[src/lpm_pkg.sv]
package lpm_pkg;

  ////////////////////////////////////////////////////////////////////////////
  // Timing
  localparam int unsigned CLK_HZ = 10_000_000;
  localparam int unsigned FS_FILTER_MS = 100; // Fail-safe dwell filter, ms
  localparam int unsigned OT_DELAY_MS = 1000; // Overtemp restart delay, ms
  localparam int unsigned FS_FILTER_CYC = CLK_HZ / 1000 * FS_FILTER_MS;
  localparam int unsigned OT_DELAY_CYC = CLK_HZ / 1000 * OT_DELAY_MS;
  localparam int TMR_W = 24;

  ////////////////////////////////////////////////////////////////////////////
  // Widths and bit positions
  localparam int WK_N = 3;
  localparam int SRC_N = 4;
  localparam int SRC_CAN = 0;
  localparam int SRC_WK = 1;
  localparam int SRC_LS = 2;
  localparam int SRC_OV = 3;
  localparam int SYNC_W = 7;
  localparam int SY_CAN = 0;
  localparam int SY_WK = 1;
  localparam int SY_LS = 4;
  localparam int SY_OV = 5;
  localparam int SY_OT = 6;

  ////////////////////////////////////////////////////////////////////////////
  // Enumerations
  typedef enum logic [2:0] {
    MODE_NORMAL,
    MODE_STOP,
    MODE_SLEEP,
    MODE_RESTART,
    MODE_FS
  } lpm_mode_e;

  typedef enum logic [1:0] {
    CAN_OFF,
    CAN_WAKE_CAP,
    CAN_ACTIVE,
    CAN_WOKEN
  } lpm_can_e;

  typedef enum logic [1:0] {
    REG_OFF,
    REG_LOW_POWER,
    REG_ON
  } lpm_reg_e;

  typedef enum logic [2:0] {
    CMD_NORMAL,
    CMD_STOP,
    CMD_SLEEP,
    CMD_SOFT_RESET,
    CMD_WD_REFRESH,
    CMD_STATUS_CLR,
    CMD_CFG_WRITE
  } lpm_cmd_e;

  ////////////////////////////////////////////////////////////////////////////
  // Carriers
  typedef struct packed {
    logic wd_en;
    logic hs_en;
    logic bd_en;
    logic cp_en;
    logic csa_en;
    lpm_can_e can_mode;
    logic cyc_sense_en;
    logic cyc_wake_en;
    logic [WK_N-1:0] wk_wake_en;
  } lpm_cfg_s;

  localparam lpm_cfg_s CFG_RESET = '{can_mode: CAN_OFF, default: '0};

  typedef struct packed {
    lpm_reg_e main_regulator;
    logic wd_en;
    logic hs_en;
    logic bd_en;
    logic cp_en;
    logic csa_en;
    lpm_can_e can_mode;
    logic cyc_sense_en;
    logic cyc_wake_en;
    logic can_wake_src;
    logic [WK_N-1:0] wk_wake_src;
  } lpm_func_s;

endpackage

[src/lpm_sync.sv]
`timescale 1ns/1ps
module lpm_sync #(
  parameter int W = 1
) (
  input wire logic sys_clk_i,
  input wire logic rst_i,
  input wire logic [W-1:0] d_i,
  output logic [W-1:0] q_o
);

  logic [W-1:0] meta;

  // Two-stage synchroniser, first stage read only by the second
  always_ff @(posedge sys_clk_i) begin
    if (rst_i) begin
      meta <= '0;
      q_o <= '0;
    end else begin
      meta <= d_i;
      q_o <= meta;
    end
  end

endmodule

[src/lpm_timer.sv]
`timescale 1ns/1ps
module lpm_timer #(
  parameter int unsigned LIMIT = 1
) (
  input wire logic sys_clk_i,
  input wire logic rst_i,
  input wire logic run_i,
  output logic done_o
);

  localparam logic [lpm_pkg::TMR_W-1:0] LAST = LIMIT[lpm_pkg::TMR_W-1:0] - 1'b1;

  logic [lpm_pkg::TMR_W-1:0] count;

  // Counts while run is high, done holds until run drops
  always_ff @(posedge sys_clk_i) begin
    if (rst_i || !run_i) begin
      count <= '0;
      done_o <= 1'b0;
    end else if (count == LAST) begin
      done_o <= 1'b1;
    end else begin
      count <= count + 1'b1;
    end
  end

endmodule

[src/lpm_mode_ctrl.sv]
`timescale 1ns/1ps
// Summary of operation
// - Stop discards SPI writes and flags failure, except normal, soft reset, watchdog, status.
// - Stop wake events may pull interrupt low per mask, mode stays Stop.
// - Stop: regulator low power; watchdog, switches, CAN, cyclic frozen; drivers, pump, amp off.
// - Stop still allows bridge low sides for parking braking; the overvoltage brake input is only a wake source.
// - Sleep: regulator, watchdog, drivers, pump, amp off; switches and cyclic frozen.
// - Sleep sets CAN wake capable, or off if it was configured off.
// - Sleep still allows bridge low sides for braking.
// - Restart holds reset output low while regulator is on or ramping.
// - Restart disables watchdog, switches, cyclic functions; drivers, pump, amp stay off.
// - Restart shows CAN woken after bus wake, else wake capable or off.
// - Fail-safe switches off regulator, watchdog, switches, drivers, pump, amp, cyclic.
// - Fail-safe forces CAN wake capable.
// - Fail-safe entry enables default wake sources and clears wake event bits.
// - Fail-safe holds until a wake on a default wake source, or until the overtemp restart delay ends.
// - Fail-safe dwell filter 100 ms; wakes during it are stored, then restart.
// - Overtemp fail-safe restarts 1 s after temperature falls, no wake needed.
// - Parking braking disabled in fail-safe.
// - Sleep request from Stop flags SPI failure and enters Restart.
// - Stop entry with uncleared wake flags raises interrupt.
module lpm_mode_ctrl #(
  parameter int unsigned FS_FILTER_CYC = lpm_pkg::FS_FILTER_CYC,
  parameter int unsigned OT_DELAY_CYC = lpm_pkg::OT_DELAY_CYC
) (
  input wire logic sys_clk_i,
  input wire logic rst_i,
  input wire logic spi_wr_valid_i,
  input wire lpm_pkg::lpm_cmd_e spi_wr_kind_i,
  output logic spi_wr_accept_o,
  output logic spi_fail_set_o,
  input wire lpm_pkg::lpm_cfg_s cfg_i,
  input wire logic park_brake_i,
  input wire logic fail_i,
  input wire logic restart_req_i,
  input wire logic restart_done_i,
  input wire logic can_wake_i,
  input wire logic [lpm_pkg::WK_N-1:0] wake_inputs_i,
  input wire logic ls_short_i,
  input wire logic ov_brake_i,
  input wire logic regulator_overtemp_shutdown_i,
  input wire logic [lpm_pkg::SRC_N-1:0] int_mask_i,
  input wire logic wake_flags_pending_i,
  output logic wake_flags_clr_o,
  output lpm_pkg::lpm_mode_e mode_o,
  output lpm_pkg::lpm_func_s func_o,
  output logic ls_brake_o,
  output logic reset_out_n_o,
  output logic int_n_o
);

  ////////////////////////////////////////////////////////////////////////////
  // Declarations
  lpm_pkg::lpm_mode_e mode;
  lpm_pkg::lpm_mode_e next_mode;
  lpm_pkg::lpm_cfg_s cfg_hold;
  logic [lpm_pkg::SYNC_W-1:0] pins_s;
  logic can_s;
  logic [lpm_pkg::WK_N-1:0] wk_s;
  logic ot_s;
  logic [lpm_pkg::SRC_N-1:0] wake_vec;
  logic [lpm_pkg::SRC_N-1:0] wake_prev;
  logic [lpm_pkg::SRC_N-1:0] wake_evt;
  logic wake_any;
  logic fs_wake_now;
  logic fs_wake_seen;
  logic ot_cause;
  logic can_woken;
  logic filt_done;
  logic ot_done;
  logic exempt;
  logic in_normal;
  logic in_stop;
  logic in_sleep;
  logic in_restart;
  logic in_fs;
  logic entering_fs;
  logic entering_restart;

  ////////////////////////////////////////////////////////////////////////////
  // Pin synchronisers
  lpm_sync #(
    .W(lpm_pkg::SYNC_W)
  ) u_sync (
    .sys_clk_i(sys_clk_i),
    .rst_i(rst_i),
    .d_i({regulator_overtemp_shutdown_i, ov_brake_i, ls_short_i, wake_inputs_i, can_wake_i}),
    .q_o(pins_s)
  );

  // Decoded sources
  assign can_s = pins_s[lpm_pkg::SY_CAN];
  assign wk_s = pins_s[lpm_pkg::SY_WK +: lpm_pkg::WK_N];
  assign ot_s = pins_s[lpm_pkg::SY_OT];
  assign wake_vec[lpm_pkg::SRC_CAN] = can_s;
  assign wake_vec[lpm_pkg::SRC_WK] = |(wk_s & cfg_hold.wk_wake_en);
  assign wake_vec[lpm_pkg::SRC_LS] = pins_s[lpm_pkg::SY_LS];
  assign wake_vec[lpm_pkg::SRC_OV] = pins_s[lpm_pkg::SY_OV];
  assign wake_evt = wake_vec & ~wake_prev;
  assign wake_any = |wake_vec;
  assign fs_wake_now = can_s | wake_vec[lpm_pkg::SRC_WK];

  // Mode shorthands
  assign in_normal = (mode == lpm_pkg::MODE_NORMAL);
  assign in_stop = (mode == lpm_pkg::MODE_STOP);
  assign in_sleep = (mode == lpm_pkg::MODE_SLEEP);
  assign in_restart = (mode == lpm_pkg::MODE_RESTART);
  assign in_fs = (mode == lpm_pkg::MODE_FS);
  assign entering_fs = !in_fs && (next_mode == lpm_pkg::MODE_FS);
  assign entering_restart = !in_restart && (next_mode == lpm_pkg::MODE_RESTART);
  assign mode_o = mode;

  ////////////////////////////////////////////////////////////////////////////
  // Fail-safe timers
  lpm_timer #(
    .LIMIT(FS_FILTER_CYC)
  ) u_fs_filter (
    .sys_clk_i(sys_clk_i),
    .rst_i(rst_i),
    .run_i(in_fs),
    .done_o(filt_done)
  );

  lpm_timer #(
    .LIMIT(OT_DELAY_CYC)
  ) u_ot_delay (
    .sys_clk_i(sys_clk_i),
    .rst_i(rst_i),
    .run_i(in_fs && ot_cause && !ot_s),
    .done_o(ot_done)
  );

  ////////////////////////////////////////////////////////////////////////////
  // SPI write filter and mode selection
  always_comb begin
    exempt = (spi_wr_kind_i == lpm_pkg::CMD_NORMAL) || (spi_wr_kind_i == lpm_pkg::CMD_SOFT_RESET) ||
             (spi_wr_kind_i == lpm_pkg::CMD_WD_REFRESH) || (spi_wr_kind_i == lpm_pkg::CMD_STATUS_CLR);
    spi_wr_accept_o = spi_wr_valid_i && (!in_stop || exempt);
    spi_fail_set_o = spi_wr_valid_i && in_stop && !exempt;
    next_mode = mode;
    unique case (mode)
      lpm_pkg::MODE_NORMAL: begin
        if (spi_wr_valid_i && spi_wr_kind_i == lpm_pkg::CMD_STOP) begin
          next_mode = lpm_pkg::MODE_STOP;
        end else if (spi_wr_valid_i && spi_wr_kind_i == lpm_pkg::CMD_SLEEP) begin
          next_mode = lpm_pkg::MODE_SLEEP;
        end
      end
      lpm_pkg::MODE_STOP: begin
        // Wake events alone never leave Stop
        if (spi_wr_valid_i && spi_wr_kind_i == lpm_pkg::CMD_NORMAL) begin
          next_mode = lpm_pkg::MODE_NORMAL;
        end else if (spi_wr_valid_i && spi_wr_kind_i == lpm_pkg::CMD_SLEEP) begin
          next_mode = lpm_pkg::MODE_RESTART;
        end
      end
      lpm_pkg::MODE_SLEEP: begin
        if (wake_any) begin
          next_mode = lpm_pkg::MODE_RESTART;
        end
      end
      lpm_pkg::MODE_RESTART: begin
        if (restart_done_i) begin
          next_mode = lpm_pkg::MODE_NORMAL;
        end
      end
      lpm_pkg::MODE_FS: begin
        // Stored or live default-source wake after the dwell filter
        if (filt_done && (fs_wake_seen || fs_wake_now)) begin
          next_mode = lpm_pkg::MODE_RESTART;
        end else if (ot_cause && ot_done) begin
          next_mode = lpm_pkg::MODE_RESTART;
        end
      end
      default: begin
        next_mode = lpm_pkg::MODE_RESTART;
      end
    endcase
    // Faults override everything
    if (fail_i || ot_s) begin
      next_mode = lpm_pkg::MODE_FS;
    end else if (restart_req_i && !in_fs) begin
      next_mode = lpm_pkg::MODE_RESTART;
    end
  end

  // Mode register, reset into Restart
  always_ff @(posedge sys_clk_i) begin
    if (rst_i) begin
      mode <= lpm_pkg::MODE_RESTART;
    end else begin
      mode <= next_mode;
    end
  end

  ////////////////////////////////////////////////////////////////////////////
  // Configuration frozen at the last Normal cycle
  always_ff @(posedge sys_clk_i) begin
    if (rst_i) begin
      cfg_hold <= lpm_pkg::CFG_RESET;
    end else if (in_normal) begin
      cfg_hold <= cfg_i;
    end
  end

  ////////////////////////////////////////////////////////////////////////////
  // Fail-safe bookkeeping
  always_ff @(posedge sys_clk_i) begin
    if (rst_i || !in_fs) begin
      fs_wake_seen <= 1'b0;
    end else if (fs_wake_now) begin
      fs_wake_seen <= 1'b1;
    end
  end

  // Overtemperature cause of the current fail-safe stay
  always_ff @(posedge sys_clk_i) begin
    if (rst_i) begin
      ot_cause <= 1'b0;
    end else if (entering_fs) begin
      ot_cause <= ot_s;
    end else if (!in_fs) begin
      ot_cause <= 1'b0;
    end
  end

  // Wake flag clear pulse in the first fail-safe cycle
  always_ff @(posedge sys_clk_i) begin
    if (rst_i) begin
      wake_flags_clr_o <= 1'b0;
    end else begin
      wake_flags_clr_o <= entering_fs;
    end
  end

  // CAN woken marker for Restart
  always_ff @(posedge sys_clk_i) begin
    if (rst_i) begin
      can_woken <= 1'b0;
    end else if (entering_restart || in_restart) begin
      can_woken <= (can_woken && in_restart) || can_s;
    end else begin
      can_woken <= 1'b0;
    end
  end

  ////////////////////////////////////////////////////////////////////////////
  // Interrupt
  always_ff @(posedge sys_clk_i) begin
    if (rst_i) begin
      wake_prev <= '0;
      int_n_o <= 1'b1;
    end else begin
      wake_prev <= wake_vec;
      int_n_o <= !((in_stop && |(wake_evt & ~int_mask_i)) ||
                   (in_normal && next_mode == lpm_pkg::MODE_STOP && wake_flags_pending_i));
    end
  end

  ////////////////////////////////////////////////////////////////////////////
  // Per-mode function enables
  always_comb begin
    func_o = '0;
    func_o.main_regulator = lpm_pkg::REG_OFF;
    func_o.can_mode = lpm_pkg::CAN_OFF;
    unique case (mode)
      lpm_pkg::MODE_NORMAL: begin
        func_o.main_regulator = lpm_pkg::REG_ON;
        func_o.wd_en = cfg_i.wd_en;
        func_o.hs_en = cfg_i.hs_en;
        func_o.bd_en = cfg_i.bd_en;
        func_o.cp_en = cfg_i.cp_en;
        func_o.csa_en = cfg_i.csa_en;
        func_o.can_mode = cfg_i.can_mode;
        func_o.cyc_sense_en = cfg_i.cyc_sense_en;
        func_o.cyc_wake_en = cfg_i.cyc_wake_en;
        func_o.wk_wake_src = cfg_i.wk_wake_en;
      end
      lpm_pkg::MODE_STOP: begin
        func_o.main_regulator = lpm_pkg::REG_LOW_POWER;
        func_o.wd_en = cfg_hold.wd_en;
        func_o.hs_en = cfg_hold.hs_en;
        func_o.can_mode = cfg_hold.can_mode;
        func_o.cyc_sense_en = cfg_hold.cyc_sense_en;
        func_o.cyc_wake_en = cfg_hold.cyc_wake_en;
        func_o.wk_wake_src = cfg_hold.wk_wake_en;
      end
      lpm_pkg::MODE_SLEEP: begin
        func_o.hs_en = cfg_hold.hs_en;
        func_o.cyc_sense_en = cfg_hold.cyc_sense_en;
        func_o.cyc_wake_en = cfg_hold.cyc_wake_en;
        func_o.can_mode = (cfg_hold.can_mode == lpm_pkg::CAN_OFF) ? lpm_pkg::CAN_OFF : lpm_pkg::CAN_WAKE_CAP;
        func_o.wk_wake_src = cfg_hold.wk_wake_en;
      end
      lpm_pkg::MODE_RESTART: begin
        func_o.main_regulator = lpm_pkg::REG_ON;
        if (can_woken) begin
          func_o.can_mode = lpm_pkg::CAN_WOKEN;
        end else if (cfg_hold.can_mode != lpm_pkg::CAN_OFF) begin
          func_o.can_mode = lpm_pkg::CAN_WAKE_CAP;
        end
      end
      lpm_pkg::MODE_FS: begin
        func_o.can_mode = lpm_pkg::CAN_WAKE_CAP;
        func_o.wk_wake_src = cfg_hold.wk_wake_en;
      end
      default: begin
        func_o.main_regulator = lpm_pkg::REG_ON;
      end
    endcase
    func_o.can_wake_src = in_fs || (func_o.can_mode != lpm_pkg::CAN_OFF);
  end

  // Low-side braking allowed outside fail-safe
  assign ls_brake_o = park_brake_i && !in_fs;
  assign reset_out_n_o = !in_restart;
endmodule

[config.mk]
export PLATFORM = sky130hd
export DESIGN_NAME = lpm_mode_ctrl
export DESIGN_NICKNAME = d
export VERILOG_FILES = /design/src/lpm_pkg.sv /design/src/lpm_sync.sv /design/src/lpm_timer.sv /design/src/lpm_mode_ctrl.sv
export SDC_FILE = /design/constraint.sdc
export NUM_CORES = 1
export LEC_CHECK = 0
export BUFFER_PORTS_ARGS = -buffer_cell sky130_fd_sc_hd__buf_4
export CAP_MARGIN = 15
export CORE_ASPECT_RATIO = 1.25
export CORE_MARGIN = 4
export CORE_UTILIZATION = 61
export DETAILED_ROUTE_END_ITERATION = 6
export HOLD_SLACK_MARGIN = 0.08
export PLACE_DENSITY = 0.88
export SYNTH_ARGS = -nofsm -noshare
export SYNTH_HDL_FRONTEND = slang
export SYNTH_SLANG_ARGS = --single-unit
[constraint.sdc]
create_clock -name sys_clk_i -period 5.2 [get_ports sys_clk_i]
set_input_delay 1.56 -clock sys_clk_i [delete_from_list [all_inputs] [get_ports sys_clk_i]]
set_output_delay 1.56 -clock sys_clk_i [all_outputs]
set_load 0.01 [all_outputs]
; After elaboration in Yosys (flattened, before gate mapping)
; Cells that the tools add are included.
[totals]
regBits = 85
inputBits = 34
output_inout_bits = 24
word_cells = 115
[op_classes]
n_bitwise = 7
n_reduce_logical = 49
muxes = 23
addsub = 2
eq_ne = 15
[ops]
columns = operator, count
row1 = $add 24x1->24 const B, 2
row2 = $mux 3, 11
row3 = $eq 24x20->1 const B, 1
row4 = $eq 24x24->1 const B, 1
row5 = $logic_and 1x1->1, 18
row6 = $eq 3x2->1 const B, 5
row7 = $pmux 3 s5, 1
row8 = $eq 3x3->1 const B, 4
row9 = $logic_or 1x1->1, 12
row10 = $pmux 2 s5, 1
row11 = $eq 3x1->1 const B, 3
row12 = $and 4x4->4, 2
row13 = $not 4->4, 2
row14 = $pmux 2 s2, 2
row15 = $logic_not 1->1, 7
row16 = $logic_not 3->1, 2
row17 = $pmux 3 s2, 1
row18 = $reduce_or 2->1, 3
row19 = $reduce_or 3->1, 2
row20 = $reduce_or 6->1, 1
row21 = $mux 1, 4
row22 = $pmux 1 s2, 2
row23 = $reduce_bool 2->1, 2
row24 = $reduce_or 4->1, 1
row25 = 6 further kinds, 6

; Logic depth before layout (Yosys ltp)
[depth]
word_depth = 14
mapped_depth = 7

; By module
; From an unflattened synthesis, not the netlist that was laid out.
[unflattened]
cells_unflattened = 472
area_unflattened_um2 = 3986.3
[by_module_without_submodules]
columns = module, cells_each, area_each_um2, seq_area_each_um2, n_inst
row1 = lpm_timer at u_ot_delay, 153, 1251.2, 500.5, 1
row2 = lpm_timer at u_fs_filter, 136, 1182.4, 500.5, 1
row3 = lpm_mode_ctrl, 154, 1144.8, 420.4, 1
row4 = lpm_sync, 29, 407.9, 280.3, 1

; Worst setup path after synthesis
; No wires, ideal clock.
[synth_path]
path_type = input port to output port
startpoint = input port cfg_i[5] in the netlist's numbering
endpoint = output port func_o[3] in the netlist's numbering
cell_stages = 3
t_required_ps = 3640
t_arrival_ps = 2173
n_path_buf = 0
setup_slack_ps = 1467
path_cell_list = nor3_1 > a211oi_1 > or2_2
[synth_rtl]
columns = item, line
row1 = from (decl), lpm_mode_ctrl.sv:32  ; input wire lpm_pkg::lpm_cfg_s cfg_i,
row2 = to (decl), lpm_mode_ctrl.sv:46  ; output lpm_pkg::lpm_func_s func_o,

==> results.json <==
{
  "min-delay-path-class": "reg2reg",
  "holdPathEnd": "u_sync.q_o[2]$_SDFF_PP0_",
  "clock-root-buffer": "clkbuf_8",
  "synth.net_count": 483,
  "core.rowCount": 31,
  "dp_cells": 570,
  "final_max_slew_viol_count": 0,
  "cts-resized-gates": 0,
  "final.period_utilization": 0.7622,
  "path_clk_slew_ns": 0.08,
  "design.portCount": 58,
  "count_of_unique_library_cells_instantiated_by_yosys": 49,
  "floorplan.initialDensity": 0.6422,
  "dr.first_iter.drc_count": 125,
  "setup.worst_path.end_class": "primary output",
  "grt.total_usage": 0.2289,
  "run_status": "finished clean",
  "detail_route.drc_violations": 0,
  "critPathArrivalTime_ns": 2.40,
  "area_delta_synth_final_pct": 17.60,
  "p_leak_nw": 1.597,
  "fin_setup_tns_ns": 0,
  "post-dp-hpwl_um": 6103,
  "period_needed_ns": 3.964,
  "kind_of_start_point_of_the_critical_path": "input port",
  "placement_setup_slack_ns": 1.161,
  "fillers": 440,
  "design.final.nets": 535,
  "critical_path_required_ns": 3.64,
  "fp.dieH_um": 96.38,
  "relSlewSlack": 0.3111,
  "num_antenna_cells": 0,
  "htree_num_levels": 3,
  "mostFrequentLayoutCells": "dfxtp_1 (85), buf_4 (57), nor2_1 (50)",
  "routed-via-count": 3392,
  "worstReg2RegStart": "mode_o[2]$_SDFF_PP0_",
  "critical_path.max_fanout": 2,
  "syn_area_per_cell_um2": 8.526,
  "max_freq_mhz": 252.3,
  "via_count_of_the_first_global_routing_pass": 3188,
  "max-clock-path-buffers": 2,
  "timing.setup.critical_path_class": "in2out",
  "grt_residual_overflow": 0,
  "layout-drive-gt1-share": 0.1667,
  "drt-pass1-iter-count": 5,
  "numCtsBuffers": 9,
  "yosys_register_bits": 85,
  "fp.coreArea_mm2": 0.005934,
  "maximum_number_of_pins_on_one_net_before_global_route_repair": 34,
  "yosys_warnings": 0,
  "routabilityCongestion": 0.8318,
  "timing_hold_violations_final": 0,
  "number_of_antenna_violations_at_the_first_check_in_global_routing": 0,
  "postLayoutCellArea_mm2": 0.004482,
  "maxCapViolations": 0,
  "cts_tree": "yes",
  "wl_um": 8429,
  "port_buffers": 57,
  "rsz0062_at_grt": "false",
  "mostFrequentLayoutCell": "dfxtp_1",
  "dpl_cell_area_mm2": 0.004282,
  "cellPowerDensity_mw_per_mm2": 274.9,
  "via_per_inst": 5.788,
  "syn-instance-count": 447,
  "final_antenna_net_count": 0,
  "worst_hold_path.num_cells": 1,
  "seq_area_frac_synth": 0.4465,
  "max-vdd-ir-drop_mv": 0.2790,
  "rr_endpoint": "u_ot_delay.count[10]$_SDFFE_PP0P_",
  "routed_wire_per_std_cell_um": 14.38,
  "worst_r2r_path_cells": 4,
  "worst_pin_slew_ns": 1.026,
  "die-width_um": 78.70,
  "fin_worst_skew_ns": 0.01341,
  "cts.repair_timing.setup_buffer_count": 0,
  "number_of_clock_sinks_seen_by_cts": 85,
  "worst_skew_pair_later_pin_latency_ns": 0.34,
  "min-delay-start": "u_sync.meta[2]$_SDFF_PP0_",
  "grt_first_pass_wirelength_um": 13940,
  "final_cell_count_no_fill": 586,
  "cell_area_after_synthesis_mm2": 0.003811,
  "post_cts_hold_buffer_count": 0,
  "r2r_slack_ns": 2.11,
  "finalSetupViolations": 0,
  "die_area_mm2": 0.007585,
  "setup_slack_ns": 1.236
}
[worst max path at each step]
| stage | from | endpoint | slack [ns] | depth (start not counted) |
|---|---|---|---|---|
| finish | cfg_i[5] | func_o[3] | 1.24 | 5 |
| CTS | cfg_i[5] | func_o[3] | 1.23 | 5 |
| detailed placement | rst_i | u_ot_delay.count[10]$_SDFFE_PP0P_ | 1.16 | 6 |
| global route | cfg_i[5] | func_o[3] | 1.20 | 5 |
| floorplan | cfg_i[5] | func_o[3] | 1.47 | 3 |
| global placement | rst_i | u_ot_delay.count[10]$_SDFFE_PP0P_ | 1.24 | 6 |
[Yosys cell counts (all sizes together)]
cell | count | share of area
dfxtp | 85 | 0.45
nor2 | 51 | 0.051
nand2 | 48 | 0.047
a21oi | 26 | 0.034
nor2b | 21 | 0.034
nand3 | 19 | 0.026
clkbuf | 16 | 0.016
xor2 | 16 | 0.037
o21ai | 15 | 0.020
xnor2 | 14 | 0.032
nor3 | 12 | 0.016
nand4 | 11 | 0.020
or4 | 11 | 0.024
nor4 | 10 | 0.018
or3 | 10 | 0.016
inv | 8 | 0.0079
and2 | 7 | 0.011
and4 | 7 | 0.016
o31ai | 7 | 0.014
a22oi | 5 | 0.0099
a211oi | 4 | 0.0079
and3 | 4 | 0.0066
nor3b | 4 | 0.0079
o211ai | 4 | 0.0079
nand2b | 3 | 0.0049
or2 | 3 | 0.0049
or3b | 3 | 0.0069
ha | 2 | 0.0066
mux2 | 2 | 0.0059
mux2i | 2 | 0.0053
nand4bb | 2 | 0.0059
nor4b | 2 | 0.0046
o2111ai | 2 | 0.0046
o21a | 2 | 0.0039
a21boi | 1 | 0.0020
a21o | 1 | 0.0020
a221o | 1 | 0.0026
a222oi | 1 | 0.0026
a22o | 1 | 0.0023
a31oi | 1 | 0.0016
nand3b | 1 | 0.0020
nand4b | 1 | 0.0023
o311ai | 1 | 0.0023
[worst max-delay path, stage by stage]
cell and delay (ns):
buf_4 0.11, nor3_1 0.17, a211oi_1 0.08, or2_2 0.33, buf_4 0.14
[flip-flops by register name, summed over array words and instances (netlist names)]
register,count
u_sync.q_o,7
wake_flags_clr_o,1
u_sync.meta,7
ot_cause,1
u_fs_filter.count,24
cfg_hold,9
u_fs_filter.done_o,1
wake_prev,4
u_ot_delay.done_o,1
can_woken,1
int_n_o,1
fs_wake_seen,1
u_ot_delay.count,24
mode_o,3
[area by class of cell]
type	count	area, um2	share of cell area
inverter	8	30.03	0.006700
sequential	85	1702	0.3797
timing repair buffer	57	427.9	0.09548
clock buffer	10	137.6	0.03071
tap	82	102.6	0.02289
multi-input combinational	338	2019	0.4506
clock inverter	6	62.56	0.01396
[routing by layer]
metal | up-vias | global-route usage | routed length (um)
met4 | 0 | 0.1093 | 187
met5 | - | 0 | 0
met3 | 18 | 0.04082 | 281
met2 | 76 | 0.4122 | 4424
li1 | 1695 | - | -
met1 | 1603 | 0.2629 | 3537
[per-stage QoR]
step / util / total power, mW / hold WS [ns]
after CTS: 0.7552 / 1.236 / 0.4401
final: 0.7552 / 1.232 / 0.4404
after floorplan: - / 0.7345 / 0.4138
after detailed placement: 0.7215 / 0.7843 / 0.4223
after global placement: 0.7215 / 0.7816 / 0.4164
after global routing: 0.7552 / 1.278 / 0.4557
[power breakdown]
group | internal (mW) | switching (mW)
clock network | 0.234 | 0.229
registers | 0.662 | 0.0134
logic | 0.0500 | 0.0442
total | 0.946 | 0.286
[cell families (layout without fill, tap and decap cells)]
family	Yosys count	after routing	share of synthesized area
mux	4	4	0.01116
simple gates	230	230	0.3260
flops	85	85	0.4465
fa+ha+maj	2	2	0.006565
buf+inv	24	81	0.02364
compound gates	72	72	0.1172
xor+xnor	30	30	0.06894
Note: power is estimated with default switching activity, not from simulation.
